$ cat src/hw/fpm_pkg.sv
package fpm_pkg;
	// instruction codes and delays have no printed value; plain defaults
	localparam logic [7:0]  FPM_CMD_SLEEP_DEF  = 8'hB9;
	localparam logic [7:0]  FPM_CMD_WAKE_DEF   = 8'hAB;
	localparam logic [7:0]  FPM_CMD_SET_LATCH  = 8'h06;
	localparam logic [7:0]  FPM_CMD_REWRITE    = 8'h0A;
	localparam logic [7:0]  FPM_CMD_BURN       = 8'h02;
	localparam logic [7:0]  FPM_CMD_PG_CLEAR   = 8'hDB;
	localparam logic [7:0]  FPM_CMD_SEC_CLEAR  = 8'hD8;
	localparam int          FPM_CLK_MHZ        = 100;
	localparam int          FPM_ENTRY_NS       = 3000;
	localparam int          FPM_WAKE_NS        = 30000;
	localparam int          FPM_INHIBIT_US     = 1000;
	localparam int          FPM_ENTRY_CYC      = (FPM_ENTRY_NS * FPM_CLK_MHZ) / 1000;
	localparam int          FPM_WAKE_CYC       = (FPM_WAKE_NS * FPM_CLK_MHZ) / 1000;
	localparam int          FPM_INHIBIT_CYC    = FPM_INHIBIT_US * FPM_CLK_MHZ;
	localparam int          FPM_CNT_W          = 24;
	localparam logic [7:0]  FPM_ERASED_BYTE    = 8'hFF;
	localparam logic [7:0]  FPM_STATUS_RESET   = 8'h00;
	localparam int          FPM_BIT_CNT_W      = 4;

	typedef enum logic [4:0]
	{
		FPM_STANDBY  = 5'h01,
		FPM_ENTERING = 5'h02,
		FPM_SLEEP    = 5'h04,
		FPM_WAKING   = 5'h08,
		FPM_ACTIVE   = 5'h10
	} fpm_mode_t;

	typedef struct packed
	{
		logic       valid;
		logic [7:0] code;
	} fpm_cmd_t;
endpackage

$ cat src/hw/fpm_power_ctrl.sv
`timescale 1ns/1ns
// Overview of operation
// - only an executed deep-sleep command enters deep sleep.
// - in deep sleep every command except wake is ignored.
// - select high with no internal cycle gives ordinary standby, not sleep.
// - power-up always lands in standby with write-enable latch cleared.
// - deep-sleep executes only if select rises right after eighth bit.
// - sleep is counted only after a fixed entry delay from select rise.
// - deep-sleep during an internal cycle is rejected, cycle unaffected.
// - wake with extra clocks while selected is rejected.
// - valid wake returns to standby after wake delay; host stays deselected.
// - wake during an internal cycle is rejected, cycle unaffected.
// - under power-on reset logic is held reset and nothing answers.
// - after reset, write-class commands are ignored for the inhibit interval.
// - delivered array reads erased bytes and status bits read zero.
// - cycle-active flag is one for a whole internal cycle, then zero.
module fpm_power_ctrl
	import fpm_pkg::*;
#(
	parameter logic [7:0] SLEEP_CODE  = FPM_CMD_SLEEP_DEF,
	parameter logic [7:0] WAKE_CODE   = FPM_CMD_WAKE_DEF,
	parameter int         INHIBIT_CYC = FPM_INHIBIT_CYC,
	parameter int         ENTRY_CYC   = FPM_ENTRY_CYC,
	parameter int         WAKE_CYC    = FPM_WAKE_CYC
)
(
	input  wire logic       clock,
	input  wire logic       rst,
	input  wire logic       chip_select_n,
	input  wire logic       serial_clock,
	input  wire logic       serial_data_in,
	input  wire logic       cycle_start,
	input  wire logic       cycle_done,
	input  wire logic       write_latch_set,
	input  wire logic       write_latch_clear,
	output logic            deep_sleep,
	output logic            standby,
	output logic            write_inhibit,
	output logic            write_class_ok,
	output logic            cmd_accept,
	output logic [7:0]      status_byte,
	output logic [7:0]      erased_value,
	output logic            cycle_active_flag,
	output logic            write_enable_latch
);
	// pin synchronisers: first stage feeds only the second
	logic [1:0] cs_sync;
	logic [1:0] sck_sync;
	logic [1:0] sdi_sync;
	logic       cs_q;
	logic       sck_q;
	logic       cs_n;
	logic       sck;
	logic       sdi;

	always_ff @(posedge clock)
	begin
		if (rst)
		begin
			cs_sync  <= 2'h3;
			sck_sync <= 2'h0;
			sdi_sync <= 2'h0;
			cs_q     <= 1'b1;
			sck_q    <= 1'b0;
		end
		else
		begin
			cs_sync  <= {cs_sync[0], chip_select_n};
			sck_sync <= {sck_sync[0], serial_clock};
			sdi_sync <= {sdi_sync[0], serial_data_in};
			cs_q     <= cs_sync[1];
			sck_q    <= sck_sync[1];
		end
	end

	assign cs_n = cs_sync[1];
	assign sck  = sck_sync[1];
	assign sdi  = sdi_sync[1];

	logic sck_rise;
	logic cs_rise;
	assign sck_rise = sck & ~sck_q & ~cs_n;
	assign cs_rise  = cs_n & ~cs_q;

	// shifter: counts bits while selected, saturates at fifteen
	logic [7:0]             shreg;
	logic [FPM_BIT_CNT_W-1:0] bits;
	logic [7:0]             next_shreg;
	logic [FPM_BIT_CNT_W-1:0] next_bits;

	always_comb
	begin
		next_shreg = shreg;
		next_bits  = bits;
		if (cs_n)
			next_bits = '0;
		else if (sck_rise)
		begin
			next_shreg = {shreg[6:0], sdi};
			if (bits != 4'hF)
				next_bits = bits + 4'h1;
		end
	end

	always_ff @(posedge clock)
	begin
		if (rst)
		begin
			shreg <= 8'h00;
			bits  <= '0;
		end
		else
		begin
			shreg <= next_shreg;
			bits  <= next_bits;
		end
	end

	fpm_cmd_t frame;
	assign frame.valid = cs_rise & (bits == 4'h8);
	assign frame.code  = shreg;

	// mode machine and delay counter
	fpm_mode_t            mode;
	fpm_mode_t            next_mode;
	logic [FPM_CNT_W-1:0] dly;
	logic [FPM_CNT_W-1:0] next_dly;
	logic [FPM_CNT_W-1:0] inh;
	logic [FPM_CNT_W-1:0] next_inh;
	logic                 busy;
	logic                 next_busy;
	logic                 wr_latch;
	logic                 next_wr_latch;
	logic                 is_sleep;
	logic                 is_wake;
	logic                 is_write_cls;

	assign is_sleep     = frame.valid & (frame.code == SLEEP_CODE);
	assign is_wake      = frame.valid & (frame.code == WAKE_CODE);
	assign is_write_cls = (frame.code == FPM_CMD_SET_LATCH) | (frame.code == FPM_CMD_REWRITE)
		| (frame.code == FPM_CMD_BURN) | (frame.code == FPM_CMD_PG_CLEAR)
		| (frame.code == FPM_CMD_SEC_CLEAR);

	always_comb
	begin
		next_mode = mode;
		next_dly  = dly;
		next_inh  = (inh != '0) ? inh - 24'h1 : inh;
		next_busy = busy;
		next_wr_latch = wr_latch;
		if (cycle_start & ~busy)
			next_busy = 1'b1;
		else if (cycle_done)
			next_busy = 1'b0;
		if (write_latch_set & ~busy & (inh == '0) & (mode != FPM_SLEEP))
			next_wr_latch = 1'b1;
		else if (write_latch_clear)
			next_wr_latch = 1'b0;
		unique case (mode)
			FPM_STANDBY, FPM_ACTIVE:
			begin
				next_mode = cs_n ? FPM_STANDBY : FPM_ACTIVE;
				if (is_sleep & ~busy)
				begin
					next_mode = FPM_ENTERING;
					next_dly  = FPM_CNT_W'(ENTRY_CYC);
				end
			end
			FPM_ENTERING:
			begin
				next_dly = dly - 24'h1;
				if (dly <= 24'h1)
					next_mode = FPM_SLEEP;
			end
			FPM_SLEEP:
			begin
				// only the wake code is honoured; cycle_start still sets busy here
				if (is_wake & ~busy)
				begin
					next_mode = FPM_WAKING;
					next_dly  = FPM_CNT_W'(WAKE_CYC);
				end
			end
			FPM_WAKING:
			begin
				next_dly = dly - 24'h1;
				if (dly <= 24'h1)
					next_mode = FPM_STANDBY;
			end
			default:
				next_mode = FPM_STANDBY;
		endcase
	end

	always_ff @(posedge clock)
	begin
		if (rst)
		begin
			mode <= FPM_STANDBY;
			dly  <= '0;
			inh  <= FPM_CNT_W'(INHIBIT_CYC);
			busy <= 1'b0;
			wr_latch <= 1'b0;
		end
		else
		begin
			mode <= next_mode;
			dly  <= next_dly;
			inh  <= next_inh;
			busy <= next_busy;
			wr_latch <= next_wr_latch;
		end
	end

	always_ff @(posedge clock)
	begin
		if (rst)
		begin
			cmd_accept     <= 1'b0;
			write_class_ok <= 1'b0;
		end
		else
		begin
			// device entering, in or waking from deep sleep answers nothing else
			cmd_accept     <= frame.valid & (mode != FPM_SLEEP) & (mode != FPM_ENTERING)
				& (mode != FPM_WAKING);
			write_class_ok <= frame.valid & is_write_cls & (inh == '0) & ~busy
				& (mode == FPM_ACTIVE);
		end
	end

	assign deep_sleep         = (mode == FPM_SLEEP);
	assign standby            = (mode == FPM_STANDBY) & ~busy;
	assign write_inhibit      = (inh != '0);
	assign cycle_active_flag  = busy;
	assign write_enable_latch = wr_latch;
	assign status_byte        = {6'h00, wr_latch, busy};
	assign erased_value       = FPM_ERASED_BYTE;

	chk_sleep_entry: assert property (@(posedge clock) disable iff (rst)
		(mode != FPM_SLEEP) ##1 (mode == FPM_SLEEP) |-> $past(mode) == FPM_ENTERING)
		else $error("sleep entered without entry phase");
	chk_sleep_holds: assert property (@(posedge clock) disable iff (rst)
		(mode == FPM_SLEEP) && !is_wake |=> (mode == FPM_SLEEP))
		else $error("sleep left without wake");
	chk_busy_blocks: assert property (@(posedge clock) disable iff (rst)
		busy && is_sleep && (mode == FPM_ACTIVE) |=> mode != FPM_ENTERING)
		else $error("sleep accepted while busy");
	chk_wake_busy: assert property (@(posedge clock) disable iff (rst)
		busy && (mode == FPM_SLEEP) |=> mode == FPM_SLEEP)
		else $error("wake accepted while busy");
	chk_bad_frame: assert property (@(posedge clock) disable iff (rst)
		cs_rise && (bits != 4'h8) && (mode == FPM_ACTIVE) |=> mode != FPM_ENTERING)
		else $error("sleep on wrong bit count");
	chk_wake_time: assert property (@(posedge clock) disable iff (rst)
		$rose(mode == FPM_WAKING) |-> (mode == FPM_WAKING)[*2])
		else $error("wake delay too short");
	chk_inhibit_latch: assert property (@(posedge clock) disable iff (rst)
		(inh != '0) && !wr_latch |=> !wr_latch)
		else $error("latch set during inhibit");
	chk_reset_state: assert property (@(posedge clock)
		rst |=> (mode == FPM_STANDBY) && !wr_latch && !busy)
		else $error("bad post-reset state");
	chk_flag_cycle: assert property (@(posedge clock) disable iff (rst)
		cycle_done && !cycle_start |=> !cycle_active_flag)
		else $error("flag stays set after cycle");
	chk_entry_time: assert property (@(posedge clock) disable iff (rst)
		$rose(mode == FPM_ENTERING) |-> !deep_sleep [*2])
		else $error("sleep counted before entry delay");
	cov_sleep: cover property (@(posedge clock) disable iff (rst) $rose(deep_sleep));
	cov_wake: cover property (@(posedge clock) disable iff (rst) $rose(mode == FPM_WAKING));
	cov_reject: cover property (@(posedge clock) disable iff (rst) busy && is_sleep);
	cov_inhibit_end: cover property (@(posedge clock) disable iff (rst) $fell(write_inhibit));
endmodule

$ cat config.mk
export PLATFORM = sky130hd
export DESIGN_NAME = fpm_power_ctrl
export DESIGN_NICKNAME = d
export VERILOG_FILES = /design/src/hw/fpm_pkg.sv /design/src/hw/fpm_power_ctrl.sv
export SDC_FILE = /design/constraint.sdc
export NUM_CORES = 1
export LEC_CHECK = 0
export ABC_AREA = 1
export ABC_CLOCK_PERIOD_IN_PS = 1500
export BUFFER_PORTS_ARGS = -buffer_cell sky130_fd_sc_hd__buf_4
export CELL_PAD_IN_SITES_DETAIL_PLACEMENT = 1
export CELL_PAD_IN_SITES_GLOBAL_PLACEMENT = 1
export CORE_ASPECT_RATIO = 1.5
export CORE_UTILIZATION = 39
export DETAILED_ROUTE_END_ITERATION = 8
export HOLD_SLACK_MARGIN = 0.12
export PLACE_DENSITY = 0.83
export SYNTH_ARGS = -nofsm -noshare
export SYNTH_HDL_FRONTEND = slang
export SYNTH_SLANG_ARGS = --single-unit
$ cat constraint.sdc
create_clock -name clock -period 1.5 [get_ports clock]
set_clock_uncertainty 0.05 [all_clocks]
set_input_delay 0.075 -clock clock [delete_from_list [all_inputs] [get_ports clock]]
set_output_delay 0.075 -clock clock [all_outputs]
set_load 0.02 [all_outputs]
== After elaboration in Yosys (flattened, before gate mapping) ==
Index checks and enable logic that the tools add are counted.
Widths: inputs -> output; s select.
Operators by class
  add/subtract/negate cells: 3
  magnitude comparators: 1
  eq/ne operators: 21
  multiplexer cells: 13
  bitwise gates (word level): 28
  reductions and logical operators: 12
Operator list (count)
  $pmux 24 s3: 1
  $mux 24: 2
  $sub 24x1->24 const B: 2
  $eq 8x8->1 const B: 4
  $mux 5: 5
  $le 24x1->1 const B: 1
  $logic_not 24->1: 1
  $reduce_bool 24->1: 1
  $and 1x1->1: 20
  $pmux 5 s4: 1
  $eq 8x2->1 const B: 1
  $eq 8x3->1 const B: 1
  $eq 8x4->1 const B: 1
  $ne 2x2->1 const B: 3
  $reduce_and 3->1: 2
  $reduce_or 2->1: 3
  $eq 5x1->1 const B: 1
  $eq 5x2->1 const B: 1
  $eq 5x3->1 const B: 1
  $eq 5x4->1 const B: 1
  $eq 5x5->1 const B: 1
  $ne 5x2->1 const B: 1
  $ne 5x3->1 const B: 1
  $ne 5x4->1 const B: 1
  other kinds (10): 21
Word-level totals
  bits in registers: 77
  input bits: 9
  output and inout bits: 23
  word-level logic and storage cells: 92

== Depth between registers and ports, before layout ==
Gate-level depths: netlist (run 1).
  word-level depth: 9
  mapped depth: 12
  mapped depth without buffers: 12

== Least setup slack after synthesis (run 1) ==
Ideal clock, no wire load.
  path kind: register -> register
  start point: reg bits[0]
  end point: reg dly[9]
  setup time: 0.113 ns
  data arrival time: 1.394 ns
  slack: -0.058 ns
  cell stages (with the launch flop): 13
  clock period less this slack: 1.558 ns
  cell sequence: dfxtp_1 > inv_1 > ha_1 > nand2_1 > inv_1 > nand3_1 > nor2_1 > nand3_1 > nand2_2 > nand2_4 > buf_6 > nor2_1 > nor2_1
On the way
  longest elaborated chain between the ends: 6
  elaborated cells on any way between the ends: 9
  those cells by class: eq/ne: 3; bitwise: 5; reduce/logical: 1
Ends and longest elaborated chain
  start: declaration: RTL line fpm_power_ctrl.sv:87  | logic [FPM_BIT_CNT_W-1:0] bits;
  start signal: assignment: RTL line fpm_power_ctrl.sv:115  | bits <= next_bits;
  $eq 4x4->1 *: RTL line fpm_power_ctrl.sv:120  | assign frame.valid = cs_rise & (bits == 4'h8);
  $and 1x1->1 *: RTL line fpm_power_ctrl.sv:120
  $and 1x1->1 (on tied branches): RTL line fpm_power_ctrl.sv:138, fpm_power_ctrl.sv:139
  $and 1x1->1 (on tied branches): RTL line fpm_power_ctrl.sv:163, fpm_power_ctrl.sv:178
  $ne 2x2->1 (no source line) / $ne 2x1->1 (equally long branches)
  $reduce_and 3->1 (no source line) *
  end signal: assignment: RTL line fpm_power_ctrl.sv:208  | dly <= next_dly;
  end: declaration: RTL line fpm_power_ctrl.sv:126  | logic [FPM_CNT_W-1:0] dly;
Every way passes the cells marked *; elsewhere a longest branch is shown, timed or not.
A chain may end at the register's enable or synchronous reset.

== Worst setup path in the final report (run 1) ==
  start point: reg bits[0]
  end point: reg dly[8]
Same word-level chain as after synthesis.

==> metrics.txt, run 1 <==
Yosys cell types 32; max_cap viols 0; fin cells 941; Bufs on Longest Clock Path 2; Worst-path clk slew 0.08 ns; GRT busiest layer met2; Switch Pwr 1.705 mW; Post-DP Area approximately 5000 µm²; Synth Cell Area roughly 4200 µm²; PwrDens around 780 nW/µm²; met3 usage slightly below 8%; port buffer count 17; DIE WIDTH roughly 87 µm; Core Region 10530 µm²; gate count of the mapped netlist 640; final hold slack 0.2757 ns; sequential share of the synthesized area 36.78%; cts bufs inserted 9; largest net degree at the start of global routing 33; RSZ-0062 raised after global routing yes; wire per inst 29.67 µm; DIE HEIGHT around 130 µm; clk sink count 77; max-slew violations 0; layout cells sized above 1 a little under half; initial antenna violation count 2; Avg Inst Size Synth 6.549 µm²; die area 11170 µm²; Slew @ Worst Pin 0.6787 ns; total grt overflow 0; sw frac 30.99%; CTS tree done; clock network fraction of design power 44.0%; antenna viol nets, final 0; Crit. End Element flop; Residual DRC 0; P_int 3.797 mW; worst hold path class input port to flop; final instance area 7027 µm²; fin crit share 137.1%; DR pass1 iterations 6; synthesis-to-finish area growth 67.64%; failing checks negative setup slack; Finish-stage setup viols 58; met2 GRT Util 67.09%; Synth Warn # 0; Final Critical Period 2.056 ns; placed cell count 866; FF-to-FF setup slack -0.56 ns; Max FO, Critical Path 5; GR Util met1 35.10%; # rows 46; vias in the first global route 5799; worst vdd ir approximately 0.65 mV; nets 807; Worst EP required between 1.5 and 2 ns; register share of total power 39.7%; vias per cell 6.311; Root Driver clkbuf_16; Rel. slew slack between 50% and 60%; initial core utilization 39.80%; Detail Placement HPWL 9783 µm; worst setup path class flop to flop; via count 5939; Startpoint Class flop; Crit path arrival time 2.26 ns; total power 5.502 mW; clk_lat worst skew 0.36 ns; outcome complete, but fails checks; ANT cells 0; Fmax a little under 500 MHz; flop and latch count out of synthesis 77; Worst Setup Slack, final -0.5563 ns; Hold Fails Final Rpt 0; DRT iter0 DRCs 684; CTS HTree Levels 3; global placer's final weighted congestion 0.8525; Leak Pwr between 3 and 4 nW; Comb pwr share 16.3%; GRT Util Overall approximately 37%; Setup TNS -15.08 ns; io pins 32; global-route wire length before repair ~31000 µm; drt total wl 27920 µm
worst max-delay path, stage by stage (launching register included):
cell,delay (ns)
dfxtp_2,0.33
inv_2,0.09
ha_4,0.15
nand2_2,0.07
inv_2,0.09
nand3_4,0.12
nor2_4,0.14
nand3_4,0.13
nand2_8,0.18
buf_8,0.15
nand3_4,0.14
a21oi_4,0.31
synthesized netlist by cell type:
cell type	n	area [µm²]
xor2_1	10	87.58
nand2_2	2	12.51
dfxtp_1	77	1541
o22ai_1	1	6.260
buf_4	16	120.1
nand3b_1	4	30.03
nor2_1	121	454.2
xnor2_1	12	105.1
nand3_1	58	290.3
nor3_2	1	10.01
nor3_1	5	25.02
nand3_2	1	10.01
o21ai_0	17	85.08
o21bai_1	6	45.04
nor2_2	4	25.02
nor4_2	1	12.51
clkbuf_1	9	33.78
a41oi_1	1	8.760
nand2_1	154	578.1
conb_1	2	7.510
a21oi_1	45	225.2
inv_1	62	232.7
or2_2	2	12.51
nor3b_1	2	15.01
nor4_1	2	12.51
ha_1	6	75.07
nand4_1	11	68.82
o21ai_1	1	5.000
a21o_1	1	7.510
nand2_4	1	11.26
buf_2	3	15.01
buf_6	2	22.52
per-layer routing:
| metal | vias up | share of wire (%) |
|---|---|---|
| met1 | 2828 | 34 |
| met4 | 4 | 10 |
| met2 | 529 | 47 |
| met5 | - | 0.10 |
| met3 | 254 | 9.5 |
| li1 | 2324 | - |
power groups by stage:
stage          Combinational (mW)  Sequential (mW)  Clock (mW)
3_5_place_dp                0.450             2.19           0
4_1_cts                     0.574             2.15        2.31
2_1_floorplan               0.291             2.18           0
5_1_grt                     0.912             2.19        2.47
6_report                    0.896             2.19        2.42
3_3_place_gp                0.431             2.18           0
through the flow:
step           setup WS (ns)  utilization [%]
2_1_floorplan       -0.04075                -
3_3_place_gp         -0.1009            47.51
3_5_place_dp         -0.2471            47.51
4_1_cts              -0.1709            55.94
5_1_grt              -0.5779            66.71
6_report             -0.5563            66.71
area by class of cell:
cell class,count,area (µm²)
Inverter,62,245.2
Clock inverter,6,67.56
Tap cell,144,180.2
Sequential cell,77,1572
Timing Repair Buffer,157,1371
Multi-Input combinational cell,485,3352
Fill cell,1245,3506
Clock buffer,10,239.0
cells in the final DEF (no fill, tap or decap), drive strengths merged, types with 3 or more instances in the layout:
cell	synthesis	layout
nand4	11	11
nor4	3	3
buf	21	142
nor3	6	6
dfxtp	77	77
nand3	59	59
clkbuf	9	11
conb	2	14
xnor2	12	12
dlygate4sd3	0	14
o21ai	18	18
inv	62	64
nor2	125	125
o21bai	6	6
a21oi	45	45
nand2	157	159
nand3b	4	4
xor2	10	10
ha	6	6
worst paths after layout:
check	cells past startpoint	startpoint	end
worst max-delay path	11	bits[0]	dly[8]
worst min-delay path	4	rst	inh[15]
worst max register to register	11	bits[0]	dly[8]
worst min register to register	1	cs_sync[0]	cs_sync[1]
registers in the layout (all words and copies together) (netlist names), 2 cells and up:
| signal | flops |
|---|---|
| mode | 5 |
| sdi_sync | 2 |
| cs_sync | 2 |
| shreg | 8 |
| bits | 4 |
| inh | 24 |
| dly | 24 |
| sck_sync | 2 |
repair_timing:
item	CTS	global route
pin swaps	26	60
setup buffers	12	31
setup endpoints to repair	56	63
hold buffers	14	0
gates cloned	2	1
hold endpoints to repair	16	0
resized for setup	93	225
logic make-up after synthesis:
kind of cell             Yosys count  synth area share [%]
AO/OA/AOI/OAI                     72                 9.134
XOR/XNOR                          22                 4.597
adder cells (fa/ha/maj)            6                 1.791
buffers and inverters             92                 10.12
flip-flops                        77                 36.78
other                              2                0.1792
AND/OR/NAND/NOR                  369                 37.40
Note: power is estimated with default switching activity, not from simulation.
==> run 2, diff against run 1 <==
--- a/config.mk
+++ b/config.mk
@@ -8,11 +8,10 @@
 export ABC_AREA = 1
 export ABC_CLOCK_PERIOD_IN_PS = 1500
 export BUFFER_PORTS_ARGS = -buffer_cell sky130_fd_sc_hd__buf_4
-export CELL_PAD_IN_SITES_DETAIL_PLACEMENT = 1
-export CELL_PAD_IN_SITES_GLOBAL_PLACEMENT = 1
 export CORE_ASPECT_RATIO = 1.5
-export CORE_UTILIZATION = 39
+export CORE_UTILIZATION = 54
 export DETAILED_ROUTE_END_ITERATION = 8
+export GPL_ROUTABILITY_DRIVEN = 0
 export HOLD_SLACK_MARGIN = 0.12
 export PLACE_DENSITY = 0.83
 export SYNTH_ARGS = -nofsm -noshare
==> run 2 against run 1 <==
The flow still finishes with violations (negative setup slack); total power is 6.7% lower; cell area is 14% lower; die area is 27% lower.
==> metrics.txt, run 2 (synthesis results as in run 1) <==
Final Critical Period 1.910 ns; Crit path arrival time 2.05 ns; largest net degree at the start of global routing 28; met3 usage 8.158%; drt total wl 17370 µm; GR Util met1 32.27%; Bufs on Longest Clock Path 2; clk sink count 77; P_int 3.697 mW; crit path buf inv count 2; die area 8126 µm²; Detail Placement HPWL 7394 µm; DIE WIDTH 73.94 µm; area of the multi-input gates 2920 µm²; synthesis-to-finish area growth 44.03%; Worst EP required approximately 1.6 ns; clk_lat worst skew 0.35 ns; Hold Fails Final Rpt 0; Residual DRC 0; fin crit share 127.4%; max_cap viols 0; crit-path cells inv_1 > nor2_1 > nor3b_2 > nand3_2 > nand2_4 > buf_12 > nand2_8 > nand2_4 > a21oi_2; PwrDens 850.6 nW/µm²; Regs by FF count dly: 24 flops, inh: 24 flops, shreg: 8 flops; most common cell after layout, fill and taps aside nand2_1; worst setup path class flop to flop; port buffer count 17; outcome complete, but fails checks; met2 GRT Util 61.82%; DRT iter0 DRCs approximately 840; Largest delay share family, worst path simple AND/OR/NAND/NOR gates; Slew @ Worst Pin 1.080 ns; register share of total power 42.0%; via count 5281; Post-Place Worst Slack -0.1458 ns; total power 5.135 mW; initial core utilization 55.42%; CP max stage cell dfxtp_1; Reg-to-Reg End dly[0]; CTS HTree Levels 3; antenna viol nets, final 0; # rows 39; Reg2Reg Depth 9; most frequent cells in the layout nand2_1 (111), nor2_1 (91), buf_4 (82), dfxtp_1 (69), inv_1 (50); GRT busiest layer met2; Rel. slew slack ~28%; global-route wire length before repair 20790 µm; ANT cells 0; area taken by flip-flops and latches around 1600 µm²; worst vdd ir 0.8859 mV; Comb pwr share 14.1%; Max FO, Critical Path 7; Worst-path clk slew 0.07 ns; DIE HEIGHT 109.9 µm; Switch Pwr 1.438 mW; cts bufs inserted 9; failing checks negative setup slack; total grt overflow 0; vias in the first global route between 4000 and 5000; max incr delay on CP 0.35 ns; Core Region 7564 µm²; clock network fraction of design power 43.9%; initial antenna violation count 0; Crit Reg-Reg Startpoint shreg[7]; Stages on worst setup path 9; Filler cells 394; Root Driver clkbuf_16; Crit. End Element flop; origin of the worst setup path shreg[7]; Worst Setup Slack, final -0.4103 ns; vias per cell approximately 6.2; Startpoint Class flop; GRT Util Overall 33.92%; wire per inst 20.50 µm; max-slew violations 0; layout cells sized above 1 34.77%; CTS tree done; Leak Pwr 2.617 nW; Fmax 523.5 MHz; DR pass1 iterations 7; sw frac 28.00%; worst hold path class input port to flop; Top cell by count, worst path nand2_4; FF-to-FF setup slack -0.41 ns; RSZ-0062 raised after global routing yes; CP endpoint dly[0]; io pins 32; Finish-stage setup viols between 50 and 60; nets 755
## run 2: cell count changes in the layout (fill, tap and decap cells not counted), sizes merged
cell          delta
nand2            +1
clkinv           +1
dlygate4sd3      -4
buf             -49
dlymetal6s4s     +1
inv              -2
clkbuf           -1
clkinvlp         +1
## run 2: worst min-delay path by stage
stage / start / to / depth (start not counted)
6_report: rst / inh[21] / 3
3_3_place_gp: cycle_done / cycle_active_flag / 2
5_1_grt: rst / inh[4] / 3
4_1_cts: rst / dly[14] / 3
3_5_place_dp: cycle_done / cycle_active_flag / 2
2_1_floorplan: cycle_done / cycle_active_flag / 1
## run 2: stage by stage
stage	area, µm²	util, %	hold WS [ns]	instances	TNS (ns)
after floorplan	4245	-	0.1191	652	-0.7305
after global placement	4793	63.37	0.2042	803	-1.228
after detailed placement	4793	63.37	0.2098	803	-3.437
after CTS	5663	74.87	0.1950	843	-3.644
after global routing	6037	79.82	0.2258	847	-18.00
final	6037	79.82	0.2321	847	-15.36
## run 2: layer usage
metal / routed length, µm / up-vias
li1: - / 2213
met1: 5438 / 2395
met2: 8433 / 477
met3: 1706 / 196
met4: 1788 / 0
met5: 0 / -
## run 2: power by group through the flow
stage	Sequential, mW	Clock, mW	Combinational, mW
floorplan	2.18	0	0.291
CTS	2.14	2.21	0.538
detailed placement	2.18	0	0.439
global placement	2.18	0	0.425
finish	2.16	2.25	0.724
global route	2.16	2.34	0.757
## run 2: what timing repair did
action,in CTS,in global routing
pin swaps,21,29
resized for setup,100,94
buffers inserted,10,4
setup endpoints to repair,56,58
hold buffers,11,0
endpoints found under the hold margin,23,0
cloned,3,0
## run 2: worst register-to-register path, stage by stage, from the launching register on
cell,delay (ns)
dfxtp_1,0.35
inv_1,0.08
nor2_1,0.26
nor3b_2,0.31
nand3_2,0.13
nand2_4,0.12
buf_12,0.17
nand2_8,0.12
nand2_4,0.12
a21oi_2,0.06
## run 2: layout make-up
| cell class | count | area share [%] |
|---|---|---|
| timing repair buffer | 104 | 14.84 |
| inverter | 62 | 3.938 |
| clock buffer | 10 | 3.959 |
| clock inverter | 6 | 1.036 |
| sequential | 77 | 25.74 |
| multi-input combinational | 486 | 48.37 |
| tap | 102 | 2.114 |
==> run 3, diff against run 2 <==
--- a/config.mk
+++ b/config.mk
@@ -9,11 +9,12 @@
 export ABC_CLOCK_PERIOD_IN_PS = 1500
 export BUFFER_PORTS_ARGS = -buffer_cell sky130_fd_sc_hd__buf_4
 export CORE_ASPECT_RATIO = 1.5
+export CORE_MARGIN = 1.5
 export CORE_UTILIZATION = 54
 export DETAILED_ROUTE_END_ITERATION = 8
 export GPL_ROUTABILITY_DRIVEN = 0
 export HOLD_SLACK_MARGIN = 0.12
-export PLACE_DENSITY = 0.83
+export PLACE_DENSITY = 0.75
 export SYNTH_ARGS = -nofsm -noshare
 export SYNTH_HDL_FRONTEND = slang
 export SYNTH_SLANG_ARGS = --single-unit
==> run 3 against run 2 <==
The flow still finishes with violations (negative setup slack); total power grew 2.4%; sequential cell count unchanged; combinational power fell by 9.5%; wire length decreased by 15%; worst hold slack is essentially flat.
==> metrics.txt, run 3 (synthesis results as in run 1) <==
layout cells sized above 1 38.33%; final core occ 83.01%; worst hold path class input port to flop; max-slew violations 0; crit path buf inv count 1; fin cells 869; Root Driver clkbuf_16; total grt overflow 0; area taken by flip-flops and latches approximately 1600 µm²; most common cell after layout, fill and taps aside nand2_1; Rel. slew slack 47.80%; Core Region 7564 µm²; RSZ-0062 raised after global routing yes; initial core utilization 55.42%; Crit. End Element flop; Leak Pwr 2.726 nW; area of the multi-input gates 2954 µm²; port buffer count 17; Worst Setup Slack, final -0.2601 ns; crit-path cells nor2_1 > nand2_1 > nor4_1 > nand3_2 > buf_8 > a21o_1; Fmax between 500 and 600 MHz; max incr delay on CP ~0.37 ns; most frequent cells in the layout nand2_1 (109), buf_4 (96), nor2_1 (88), dfxtp_1 (66); GR Util met1 approximately 29%; placed cell count 814; Bufs on Longest Clock Path 2; Post-Place Worst Slack -0.1701 ns; Largest delay share family, worst path simple AND/OR/NAND/NOR gates; DRT iter0 DRCs 310; Finish-stage setup viols 52; Final Critical Period between 1.5 and 2 ns; GRT Util Overall 30.80%; worst setup path class flop to flop; io pins 32; drt total wl ~15000 µm; # rows 39; DIE WIDTH 74.94 µm; PwrDens 837.5 nW/µm²; GRT busiest layer met2; largest net degree at the start of global routing 27; CTS tree done; antenna viol nets, final 0; Max FO, Critical Path 8; synthesis-to-finish area growth 49.79%; clk_lat worst skew 0.36 ns; CTS HTree Levels 3; fin crit share 117.3%; met3 usage 6.364%; ANT cells 0; vias per cell roughly 5.6; DR pass1 iterations 5; Slew @ Worst Pin just under 0.8 ns; Detail Placement HPWL 7855 µm; global-route wire length before repair between 15000 and 20000 µm; vias in the first global route around 4600; cts bufs inserted 9; Worst-path clk slew about 0.070 ns; DIE HEIGHT 110.9 µm; Crit path arrival time 1.95 ns; Worst EP required 1.69 ns; initial antenna violation count 0; CP max stage cell nor4_1; Regs by FF count dly: 24 flops, inh: 24 flops, shreg: 8 flops; Filler cells 432; failing checks negative setup slack; Startpoint Class flop; worst vdd ir 0.9466 mV; met2 GRT Util 57.29%; via count between 4000 and 5000; clk sink count 77; die area 8311 µm²; nets about 780; Hold Fails Final Rpt 0; Residual DRC 0; outcome complete, but fails checks; wire per inst 16.99 µm; max_cap viols 0
## run 3: cell types whose count changed in the layout (fill, tap and decap cells not counted), moves of 3 or more
cell	previous run	this run
a21oi_2	17	20
buf_6	6	14
buf_4	82	96
inv_2	10	13
a21oi_1	28	25
inv_1	50	47
dfxtp_1	69	66
nor2_1	91	88
nor2_2	25	28
## run 3: metal layers
layer	vias up	wire length, µm
li1	2281	-
met1	2265	5100
met2	231	7993
met3	85	723
met4	0	945
met5	-	0
## run 3: what timing repair did
item,CTS,global route
gates cloned,3,0
hold buffers,12,0
setup buffers,14,11
pin swaps,9,38
setup endpoints to repair,52,62
hold endpoints to repair,23,0
gates resized for setup,90,130
## run 3: worst register-to-register path: cells and delay by family, from the launching register on
| kind | cells | cell delay (ns) |
|---|---|---|
| flip-flops | 1 | 0.31 |
| buffers and inverters | 1 | 0.21 |
| AO/OA/AOI/OAI | 1 | 0.17 |
| AND/OR/NAND/NOR | 4 | 0.92 |
## run 3: per-stage QoR
stage / cell area [µm²] / power, mW / hold slack [ns] / setup TNS (ns)
after floorplan: 4245 / 2.473 / 0.1191 / -0.7305
after global routing: 6279 / 5.390 / 0.2634 / -12.83
after CTS: 5754 / 5.076 / 0.2151 / -3.001
after global placement: 4863 / 2.604 / 0.2037 / -1.874
after detailed placement: 4863 / 2.617 / 0.2080 / -3.917
final: 6279 / 5.258 / 0.2320 / -9.638
## run 3: power by group
part / total (mW) / internal [mW] / switching (mW)
Sequential: 2.15 / 2.10 / 0.0583
Combinational: 0.655 / 0.277 / 0.378
Clock: 2.45 / 1.47 / 0.976
Total: 5.26 / 3.85 / 1.41
## run 3: final timing paths
| path | depth (start not counted) | end | startpoint | slack (ns) |
|---|---|---|---|---|
| setup / recovery | 6 | inh[5] | inh[18] | -0.26 |
| hold / removal | 3 | write_enable_latch | rst | 0.23 |
| setup reg to reg | 6 | inh[5] | inh[18] | -0.26 |
| hold reg to reg | 2 | sdi_sync[1] | sdi_sync[0] | 0.36 |
## run 3: final cells by class
type / instances / area share [%]
clock inverters: 6 / 1.495
repair buffers: 126 / 17.14
multi-input cells: 486 / 47.05
inverters: 62 / 3.786
well taps: 102 / 2.033
clock buffers: 10 / 3.647
flip-flops and latches: 77 / 24.85
